**src/core/pds_consts.vh**
```
// Constants for the PWM dither sequencer
`ifndef PDS_CONSTS_VH
`define PDS_CONSTS_VH
`define PDS_CLK_MHZ 100
`define PDS_UPDATE_US 16
`define PDS_TMR_CLK_MHZ 16
`define PDS_PERIOD_TICKS 256
`define PDS_TICK_DIV ((`PDS_CLK_MHZ + `PDS_TMR_CLK_MHZ - 1) / `PDS_TMR_CLK_MHZ)
`define PDS_STATES 16
`define PDS_XFER_CYCLES 8
`define PDS_XFER_WINDOW 512
`define PDS_SYS_CLK_MHZ 32
`define PDS_ADC_BITS 10
`define PDS_ADC_RATE_MHZ_X10K 16384
`define PDS_ADC_PERIOD_CYC 61035
`define PDS_SUM_COUNT 16
`define PDS_BAUD 115200
`define PDS_BIT_CYC ((`PDS_CLK_MHZ * 1000000) / `PDS_BAUD)
`define PDS_TARGET_MAX 12'hFF0
`define PDS_RST_BASE 8'h00
`define PDS_RST_FACTOR 4'h0
`endif

```
**src/core/pds_pattern_rom.v**
```verilog
// Adder pattern table, one 16-bit column per dither factor, registered read
`timescale 1ns/10ps
`default_nettype none
module pds_pattern_rom (
	input wire clock_i, // System clock
	input wire ce_i, // Clock enable
	input wire [3:0] factor_i, // Dither factor column
	input wire [3:0] state_i, // State row, 0 means state 1
	output reg bit_o // Registered adder bit
);
	// ************************************************************
	// Table lookup
	// ************************************************************
	reg [15:0] col; // Bit k is state k+1
	// Columns written bit 15 = state 16 down to bit 0 = state 1
	always @* begin
		case (factor_i)
			4'h0: col = 16'h0000;
			4'h1: col = 16'h0001;
			4'h2: col = 16'h0101;
			4'h3: col = 16'h0421;
			4'h4: col = 16'h1111;
			4'h5: col = 16'h1249;
			4'h6: col = 16'h2525;
			4'h7: col = 16'h2A55;
			4'h8: col = 16'h5555;
			4'h9: col = 16'hD5AA;
			4'hA: col = 16'hDADA;
			4'hB: col = 16'hEDB6;
			4'hC: col = 16'hEEEE;
			4'hD: col = 16'hFBDE;
			4'hE: col = 16'hFEFE;
			4'hF: col = 16'hFFFE;
			default: col = 16'h0000;
		endcase
	end
	// Registered read keeps the duty path short
	always @(posedge clock_i) begin
		if (ce_i) begin
			bit_o <= col[state_i];
		end
	end
endmodule
`default_nettype wire

```
**src/core/pds_monitor.v**
```verilog
// Monitor path: conversion timer, 16-sample sum, serial readout
`timescale 1ns/10ps
`default_nettype none
`include "pds_consts.vh"
module pds_monitor #(
	parameter ADC_PERIOD = `PDS_ADC_PERIOD_CYC, // Cycles per conversion start
	parameter BIT_CYC = `PDS_BIT_CYC // Cycles per serial bit
) (
	input wire clock_i, // System clock
	input wire rst_i, // Sync reset, active high
	input wire ce_i, // Clock enable
	input wire adc_done_i, // Conversion complete strobe
	input wire [9:0] adc_data_i, // Conversion result
	output reg adc_start_o, // Conversion start pulse
	output reg [13:0] sum_o, // Sum of 16 results
	output reg sum_valid_o, // New sum pulse
	output reg tx_o // Serial monitor line
);
	reg [31:0] tmr_q; // Interval timer
	reg [3:0] cnt_q; // Results in current sum
	reg [13:0] acc_q; // Running sum
	reg [9:0] shf_q; // Serial frame shifter
	reg [3:0] bits_q; // Bits left in frame
	reg [15:0] bcnt_q; // Bit timer
	reg [1:0] nib_q; // Hex digits left
	reg [13:0] tx_val_q; // Value being printed
	// ************************************************************
	// Hardware conversion trigger
	// ************************************************************
	always @(posedge clock_i) begin
		if (rst_i) begin
			tmr_q <= 32'h0;
			adc_start_o <= 1'b0;
		end else if (ce_i) begin
			adc_start_o <= 1'b0;
			if (tmr_q >= ADC_PERIOD - 1) begin
				tmr_q <= 32'h0;
				adc_start_o <= 1'b1;
			end else begin
				tmr_q <= tmr_q + 32'h1;
			end
		end
	end
	// ************************************************************
	// Sum of 16 consecutive results
	// ************************************************************
	always @(posedge clock_i) begin
		if (rst_i) begin
			cnt_q <= 4'h0;
			acc_q <= 14'h0;
			sum_o <= 14'h0;
			sum_valid_o <= 1'b0;
		end else if (ce_i) begin
			sum_valid_o <= 1'b0;
			if (adc_done_i) begin
				cnt_q <= cnt_q + 4'h1;
				if (cnt_q == 4'hF) begin
					sum_o <= acc_q + {4'h0, adc_data_i};
					sum_valid_o <= 1'b1;
					acc_q <= 14'h0;
				end else begin
					acc_q <= acc_q + {4'h0, adc_data_i};
				end
			end
		end
	end
	// ************************************************************
	// Serial readout: four hex digits of each sum that arrives between strings, 8N1
	// ************************************************************
	function [7:0] hex;
		input [3:0] v;
		hex = v < 4'hA ? {4'h3, v} : 8'h37 + {4'h0, v};
	endfunction
	always @(posedge clock_i) begin
		if (rst_i) begin
			shf_q <= 10'h3FF;
			bits_q <= 4'h0;
			bcnt_q <= 16'h0;
			nib_q <= 2'h0;
			tx_val_q <= 14'h0;
			tx_o <= 1'b1;
		end else if (ce_i) begin
			if (bits_q != 4'h0) begin
				if (bcnt_q >= BIT_CYC - 1) begin
					bcnt_q <= 16'h0;
					tx_o <= shf_q[0];
					shf_q <= {1'b1, shf_q[9:1]};
					bits_q <= bits_q - 4'h1;
				end else begin
					bcnt_q <= bcnt_q + 16'h1;
				end
			end else if (nib_q != 2'h0 || sum_valid_o) begin
				// Skip a sum that lands mid-string; readings are live only
				if (sum_valid_o && nib_q == 2'h0) begin
					tx_val_q <= sum_o;
					nib_q <= 2'h3;
					shf_q <= {1'b1, hex({2'b00, sum_o[13:12]}), 1'b0};
				end else begin
					nib_q <= nib_q - 2'h1;
					shf_q <= {1'b1, hex(nib_q == 2'h3 ? tx_val_q[11:8] :
						nib_q == 2'h2 ? tx_val_q[7:4] : tx_val_q[3:0]), 1'b0};
				end
				bits_q <= 4'hA;
				bcnt_q <= 16'h0;
			end
		end
	end
endmodule
`default_nettype wire

```
**src/core/pds_top.v**
```verilog
// PWM dither sequencer: carrier, auto transfer, duty channel, closed loop
// ************************************************************
// ************************************************************
`timescale 1ns/10ps
`default_nettype none
`include "pds_consts.vh"
module pds_top #(
	parameter TICK_DIV = `PDS_TICK_DIV, // System clocks per timer tick
	parameter PERIOD_TICKS = `PDS_PERIOD_TICKS, // Ticks per update interval
	parameter ADC_PERIOD = `PDS_ADC_PERIOD_CYC, // Cycles per conversion
	parameter BIT_CYC = `PDS_BIT_CYC, // Cycles per serial bit
	parameter LOOP_BLOCKS = 16 // Sums per correction step (16 x 16 = 256)
) (
	input wire clock_i, // System clock
	input wire rst_i, // Sync reset, active high
	input wire ce_i, // Clock enable, freezes all state
	input wire [11:0] target_i, // Target: base in [11:4], factor in [3:0]
	input wire closed_loop_i, // Enable ADC correction
	input wire adc_done_i, // Conversion complete strobe
	input wire [9:0] adc_data_i, // Conversion result
	output reg pwm_o, // Dithered PWM to RC filter
	output reg reload_o, // Sequence reload pulse
	output reg xfer_busy_o, // Auto transfer in progress
	output reg [7:0] duty_o, // Compare setting in use
	output reg [3:0] factor_o, // Dither factor in use
	output reg adc_start_o, // Conversion start pulse
	output reg [13:0] sum_o, // Last 16-sample sum
	output reg sum_valid_o, // New sum pulse
	output reg tx_o // Serial monitor line
);
	// ************************************************************
	// Carrier channel timebase
	// ************************************************************
	reg [7:0] div_q; // Prescaler to timer ticks
	reg [8:0] tick_q; // Tick in period
	reg expire_q; // Carrier expiry pulse
	wire tick = (div_q == TICK_DIV - 1); // One timer tick
	always @(posedge clock_i) begin
		if (rst_i) begin
			div_q <= 8'h00;
			tick_q <= 9'h000;
			expire_q <= 1'b0;
		end else if (ce_i) begin
			expire_q <= 1'b0;
			div_q <= tick ? 8'h00 : div_q + 8'h01;
			if (tick) begin
				if (tick_q == PERIOD_TICKS - 1) begin
					tick_q <= 9'h000;
					expire_q <= 1'b1;
				end else begin
					tick_q <= tick_q + 9'h001;
				end
			end
		end
	end
	// ************************************************************
	// Auto transfer unit
	// ************************************************************
	localparam XS_IDLE = 2'b00; // Wait for expiry
	localparam XS_READ = 2'b01; // Table read in flight
	localparam XS_WAIT = 2'b10; // Pad out transfer time
	reg [1:0] xs_q; // Transfer state
	reg [3:0] xcnt_q; // Transfer cycle counter
	reg [3:0] state_q; // Pattern state 0..15
	reg [7:0] base_q; // Base captured at re-arm
	reg [3:0] fac_q; // Factor captured at re-arm
	reg [3:0] adj_q; // Closed-loop factor
	reg [7:0] next_q; // Staged compare value
	wire pat_bit; // Adder bit from table
	wire [11:0] tgt = target_i > `PDS_TARGET_MAX ? `PDS_TARGET_MAX : target_i;
	pds_pattern_rom u_rom (
		.clock_i(clock_i),
		.ce_i(ce_i),
		.factor_i(fac_q),
		.state_i(state_q),
		.bit_o(pat_bit)
	);
	always @(posedge clock_i) begin
		if (rst_i) begin
			xs_q <= XS_IDLE;
			xcnt_q <= 4'h0;
			state_q <= 4'h0;
			base_q <= `PDS_RST_BASE;
			fac_q <= `PDS_RST_FACTOR;
			next_q <= 8'h00;
			reload_o <= 1'b0;
			xfer_busy_o <= 1'b0;
			factor_o <= `PDS_RST_FACTOR;
		end else if (ce_i) begin
			reload_o <= 1'b0;
			case (xs_q)
				XS_IDLE: begin
					if (expire_q) begin
						xs_q <= XS_READ;
						xcnt_q <= 4'h0;
						xfer_busy_o <= 1'b1;
					end
				end
				XS_READ: begin
					xcnt_q <= xcnt_q + 4'h1;
					if (xcnt_q == 4'h1) begin
						// Factor 0 never adds, so base 0xFF cannot wrap in open loop; in closed loop adj_q is used at any base and can wrap past 0xFF
						next_q <= base_q + {7'h00, pat_bit};
						xs_q <= XS_WAIT;
					end
				end
				XS_WAIT: begin
					xcnt_q <= xcnt_q + 4'h1;
					if (xcnt_q == `PDS_XFER_CYCLES - 1) begin
						xs_q <= XS_IDLE;
						xfer_busy_o <= 1'b0;
						state_q <= state_q + 4'h1;
						if (state_q == 4'hF) begin
							reload_o <= 1'b1;
							base_q <= tgt[11:4];
							fac_q <= closed_loop_i ? adj_q : tgt[3:0];
							factor_o <= closed_loop_i ? adj_q : tgt[3:0];
						end
					end
				end
				default: xs_q <= XS_IDLE;
			endcase
		end
	end
	// ************************************************************
	// Duty channel: compare updates at period start only
	// ************************************************************
	always @(posedge clock_i) begin
		if (rst_i) begin
			duty_o <= 8'h00;
			pwm_o <= 1'b0;
		end else if (ce_i) begin
			// New value waits for the next period to avoid a glitch pulse
			if (tick && tick_q == PERIOD_TICKS - 1) begin
				duty_o <= next_q;
			end
			pwm_o <= (tick_q[7:0] < duty_o);
		end
	end
	// ************************************************************
	// Monitor path and closed-loop correction
	// ************************************************************
	wire mon_start; // From monitor
	wire [13:0] mon_sum; // From monitor
	wire mon_valid; // From monitor
	wire mon_tx; // From monitor
	pds_monitor #(
		.ADC_PERIOD(ADC_PERIOD),
		.BIT_CYC(BIT_CYC)
	) u_mon (
		.clock_i(clock_i),
		.rst_i(rst_i),
		.ce_i(ce_i),
		.adc_done_i(adc_done_i),
		.adc_data_i(adc_data_i),
		.adc_start_o(mon_start),
		.sum_o(mon_sum),
		.sum_valid_o(mon_valid),
		.tx_o(mon_tx)
	);
	reg [4:0] blk_q; // Sums in current block
	reg [17:0] bacc_q; // Block accumulator
	wire [17:0] bsum = bacc_q + {4'h0, mon_sum}; // Block total incl. newest
	wire [11:0] meas = bsum[17:6]; // 256 x 10 bits scaled to 12
	always @(posedge clock_i) begin
		if (rst_i) begin
			blk_q <= 5'h00;
			bacc_q <= 18'h0;
			adj_q <= `PDS_RST_FACTOR;
			adc_start_o <= 1'b0;
			sum_o <= 14'h0;
			sum_valid_o <= 1'b0;
			tx_o <= 1'b1;
		end else if (ce_i) begin
			adc_start_o <= mon_start;
			sum_o <= mon_sum;
			sum_valid_o <= mon_valid;
			tx_o <= mon_tx;
			if (!closed_loop_i) begin
				adj_q <= tgt[3:0];
				blk_q <= 5'h00;
				bacc_q <= 18'h0;
			end else if (mon_valid) begin
				if (blk_q == LOOP_BLOCKS - 1) begin
					blk_q <= 5'h00;
					bacc_q <= 18'h0;
					// Bang-bang step; factor saturates inside the base code
					if (meas < tgt && adj_q != 4'hF) begin
						adj_q <= adj_q + 4'h1;
					end else if (meas > tgt && adj_q != 4'h0) begin
						adj_q <= adj_q - 4'h1;
					end
				end else begin
					blk_q <= blk_q + 5'h01;
					bacc_q <= bsum;
				end
			end
		end
	end
endmodule
`default_nettype wire

```
**config.mk**
```make
export PLATFORM = sky130hd
export DESIGN_NAME = pds_top
export DESIGN_NICKNAME = d
export VERILOG_FILES = /design/src/core/pds_pattern_rom.v /design/src/core/pds_monitor.v /design/src/core/pds_top.v
export VERILOG_INCLUDE_DIRS = /design/src /design/src/core
export SDC_FILE = /design/constraint.sdc
export NUM_CORES = 1
export LEC_CHECK = 0
export ABC_AREA = 1
export BUFFER_PORTS_ARGS = -buffer_cell sky130_fd_sc_hd__buf_2
export CELL_PAD_IN_SITES_DETAIL_PLACEMENT = 0
export CELL_PAD_IN_SITES_GLOBAL_PLACEMENT = 1
export CORE_AREA = 2 2 187 189
export CTS_CLUSTER_SIZE = 10
export DETAILED_ROUTE_END_ITERATION = 10
export DIE_AREA = 0 0 189 191
export GPL_TIMING_DRIVEN = 0
export PLACE_DENSITY = 0.69
export SLEW_MARGIN = 25
export SYNTH_ARGS = -nofsm -noshare
export SYNTH_HDL_FRONTEND = slang
export SYNTH_SLANG_ARGS = --single-unit
```
**constraint.sdc**
```tcl
create_clock -name clock_i -period 6.4 [get_ports clock_i]
set_clock_uncertainty 0.2 [all_clocks]
set_input_delay 1.28 -clock clock_i [delete_from_list [all_inputs] [get_ports clock_i]]
set_output_delay 1.28 -clock clock_i [all_outputs]
set_load 0.01 [all_outputs]
```
==> impl_metrics.toml <==
[status]
status = "complete, no violations"

[sta]
post-route-period-util = 0.721
fin_ws_ns = 1.78
finalHoldViolCount = 0
tightest_slew_ns = 0.861
fin_tns_setup_ns = 0
rsz0062_at_grt = "false"
period_minus_slack_ns = 4.62
slew_headroom = 0.426
setup_viol = 0
fmax_mhz = 217
drv_slew = 0

[cells_and_area]
drive_gt1_frac = 0.0761
n_fill_cell = 3646
antenna-diode-count = 0
syn2layout_area_growth_pct = 14.0
fin_nets = 1879

[global_route]
grt_pass1_vias = 10218
grt_max_degree = 15
grt_usage = 0.187
grt_pass1_wl_um = 54300
antenna_found_initial = 0
grt_overflow_total = 0

[routing]
drtIter0Drc = 664
drc_errors = 0
wl_met1_um = 16300
highest_layer = "met4"
drt-wirelength-per-cell_um = 14.9
wl_met3_um = 1390
ant_nets = 0
viasPerCell = 4.81
dr_wl_met2_um = 15100
drt_wl_total_um = 33500
firstDrtPassIters = 5
vias = 10793

[clock_network]
cts_hold_buffers = 0
clock_latency_ns = 0.55
cts_buffers = 28
post_cts_buffers = 0
cts_tree = "yes"
cts_root_buf = "clkbuf_16"
cts_buffer_depth = 3
clkTransAtPathRegs_ns = 0.06
htreeDepth = 1
cts_resized = 0
cts_sinks = 228

[critical_path]
cp-start-kind = "register"
endpoint_kind = "register"
crit_arrival_ns = 4.89
crit_required_ns = 6.68
cp_max_fo = 5
crit_type = "register to register"

[synthesis]
syn_area_per_cell_um2 = 7.00
synth_async_sr_flop_share = 0
netlist_area_um2 = 11800
syn-num-nets = 1792
synth_seq_cells = 228
synthCells = 1690
ys_types = 50
ys.flop_type = "dfxtp_1"
yosysSeqAreaShare = 0.386
synth_edf_count = 1
synth_warnings = 0

[floorplan]
row_count = 68
io-pin-count = 59
die_w_um = 189
coreArea_um2 = 34100
die_area_um2 = 36100
initial_core_util = 0.347
die-height_um = 191

[placed_design]
dp_hpwl_um = 25200
gp_congestion = 0.818
pre_cts_ws_ns = 1.82
port_buffers = 57

[min_path]
hold_path.class = "register to register"

[pwr]
ir_drop_mv = 0.202
leakage_nw = 6.14
powerDensity_nw_per_um2 = 246
finalPower_w = 0.00332

[run]
maxCapViolCount = 0
[cell usage in the layout (no fill, tap or decap), types with 4 or more instances in the layout]
master	netlist	routed
nor3_1	31	31
buf_2	14	71
nand4_1	26	26
nor3b_1	6	6
xor2_1	32	32
o21ai_0	98	98
clkinv_2	0	4
ha_1	72	72
a211oi_1	12	12
buf_1	6	6
nand3_1	104	104
or2_2	7	7
and2_1	8	8
dfxtp_1	227	227
clkbuf_1	25	30
inv_1	203	203
nand3b_1	8	8
inv_2	5	5
a21oi_1	126	126
xnor2_1	8	8
clkbuf_16	0	28
o21a_1	5	5
o211ai_1	7	7
nor2_1	227	227
nand2_1	382	382
nor4_1	9	9
[worst max-delay path, cell delays in order, from the launching register on]
cell	delay, ns
dfxtp_1	0.38
ha_1	0.33
fa_1	0.49
nand2_1	0.10
inv_1	0.05
o21ai_0	0.16
nand2_1	0.12
nand2_1	0.08
nand2_1	0.11
nand2_1	0.13
nand3b_1	0.10
and2_1	0.18
ha_1	0.28
nand2_1	0.06
inv_1	0.05
a21oi_1	0.24
nand4_1	0.29
ha_1	0.41
a21oi_1	0.21
nand2_1	0.08
nand2_1	0.06
nand2_1	0.06
inv_1	0.05
nand4_1	0.08
a21oi_1	0.13
nor2_1	0.05
nor2_1	0.08
[cells by family (layout without fill, tap and decap cells)]
group / after synthesis / count (layout) / synth area share
flip-flops: 228 / 228 / 0.386
adder cells (fa/ha/maj): 75 / 75 / 0.0812
AO/OA/AOI/OAI: 270 / 270 / 0.125
AND/OR/NAND/NOR: 818 / 818 / 0.293
XOR/XNOR: 40 / 40 / 0.0296
buffers and inverters: 259 / 357 / 0.0846
[registers in the layout (all words and copies together) (netlist names), 5 cells and up]
name / cells
bacc_q: 18
base_q: 8
blk_q: 5
div_q: 8
duty_o: 8
next_q: 8
sum_o: 14
tick_q: 9
u_mon.acc_q: 14
u_mon.bcnt_q: 16
u_mon.shf_q: 9
u_mon.sum_o: 14
u_mon.tmr_q: 32
u_mon.tx_val_q: 12
u_rom.col: 14
[cell usage after synthesis, types with 8 or more instances]
library cell / count / share of area
nor3_1: 31 / 0.013
nand3b_1: 8 / 0.0051
and2_1: 8 / 0.0042
clkbuf_1: 25 / 0.0079
nor4_1: 9 / 0.0048
a21oi_1: 126 / 0.053
xor2_1: 32 / 0.024
nand2_1: 382 / 0.12
o21ai_0: 98 / 0.041
ha_1: 72 / 0.076
nor2_1: 227 / 0.072
dfxtp_1: 227 / 0.38
nand4_1: 26 / 0.014
a211oi_1: 12 / 0.0076
nand3_1: 104 / 0.044
inv_1: 203 / 0.064
buf_2: 14 / 0.0059
xnor2_1: 8 / 0.0059
[power breakdown]
part	leakage (nW)	internal, W	switching, W
Sequential	1.85	0.00147	0.0000328
Clock	0.395	0.000821	0.000603
Combinational	3.90	0.000120	0.000271
[worst paths after layout]
check | end | startpoint | slack [ns] | cells after the start
hold / removal | u_mon.tmr_q[28]$_SDFFE_PP0P_ | u_mon.tmr_q[28]$_SDFFE_PP0P_ | 0.23 | 2
hold reg to reg | u_mon.tmr_q[28]$_SDFFE_PP0P_ | u_mon.tmr_q[28]$_SDFFE_PP0P_ | 0.23 | 2
setup reg to reg | adj_q[3]$_SDFFE_PP0P_ | u_mon.sum_o[0]$_SDFFE_PP0P_ | 1.78 | 26
setup / recovery | adj_q[3]$_SDFFE_PP0P_ | u_mon.sum_o[0]$_SDFFE_PP0P_ | 1.78 | 26
[cell type report]
class                           instances  area [um^2]  area share
Buffer                                 48          209      0.0155
Timing Repair Buffer                   57          285      0.0212
Clock buffer                           36          761      0.0564
Clock inverter                          5         36.3     0.00269
Sequential cell                       228         4570       0.339
Multi-Input combinational cell       1203         6260       0.464
Tap cell                              455          569      0.0422
Inverter                              211          792      0.0587
[per-layer routing]
| metal | vias to the layer above | track usage |
|---|---|---|
| met5 | - | 0 |
| li1 | 5649 | - |
| met4 | 0 | 0.0412 |
| met1 | 4930 | 0.257 |
| met3 | 52 | 0.0268 |
| met2 | 162 | 0.312 |
[metrics by stage]
stage / hold WS (ns) / util / instance area, um^2 / std cells
6_report: 0.233 / 0.395 / 13500 / 2243
5_1_grt: 0.259 / 0.395 / 13500 / 2243
4_1_cts: 0.236 / 0.395 / 13500 / 2243
3_5_place_dp: 0.227 / 0.372 / 12700 / 2202
3_3_place_gp: 0.222 / 0.372 / 12700 / 2202
2_1_floorplan: 0.214 / - / 11800 / 1690
(Power assumes the default switching activity.)
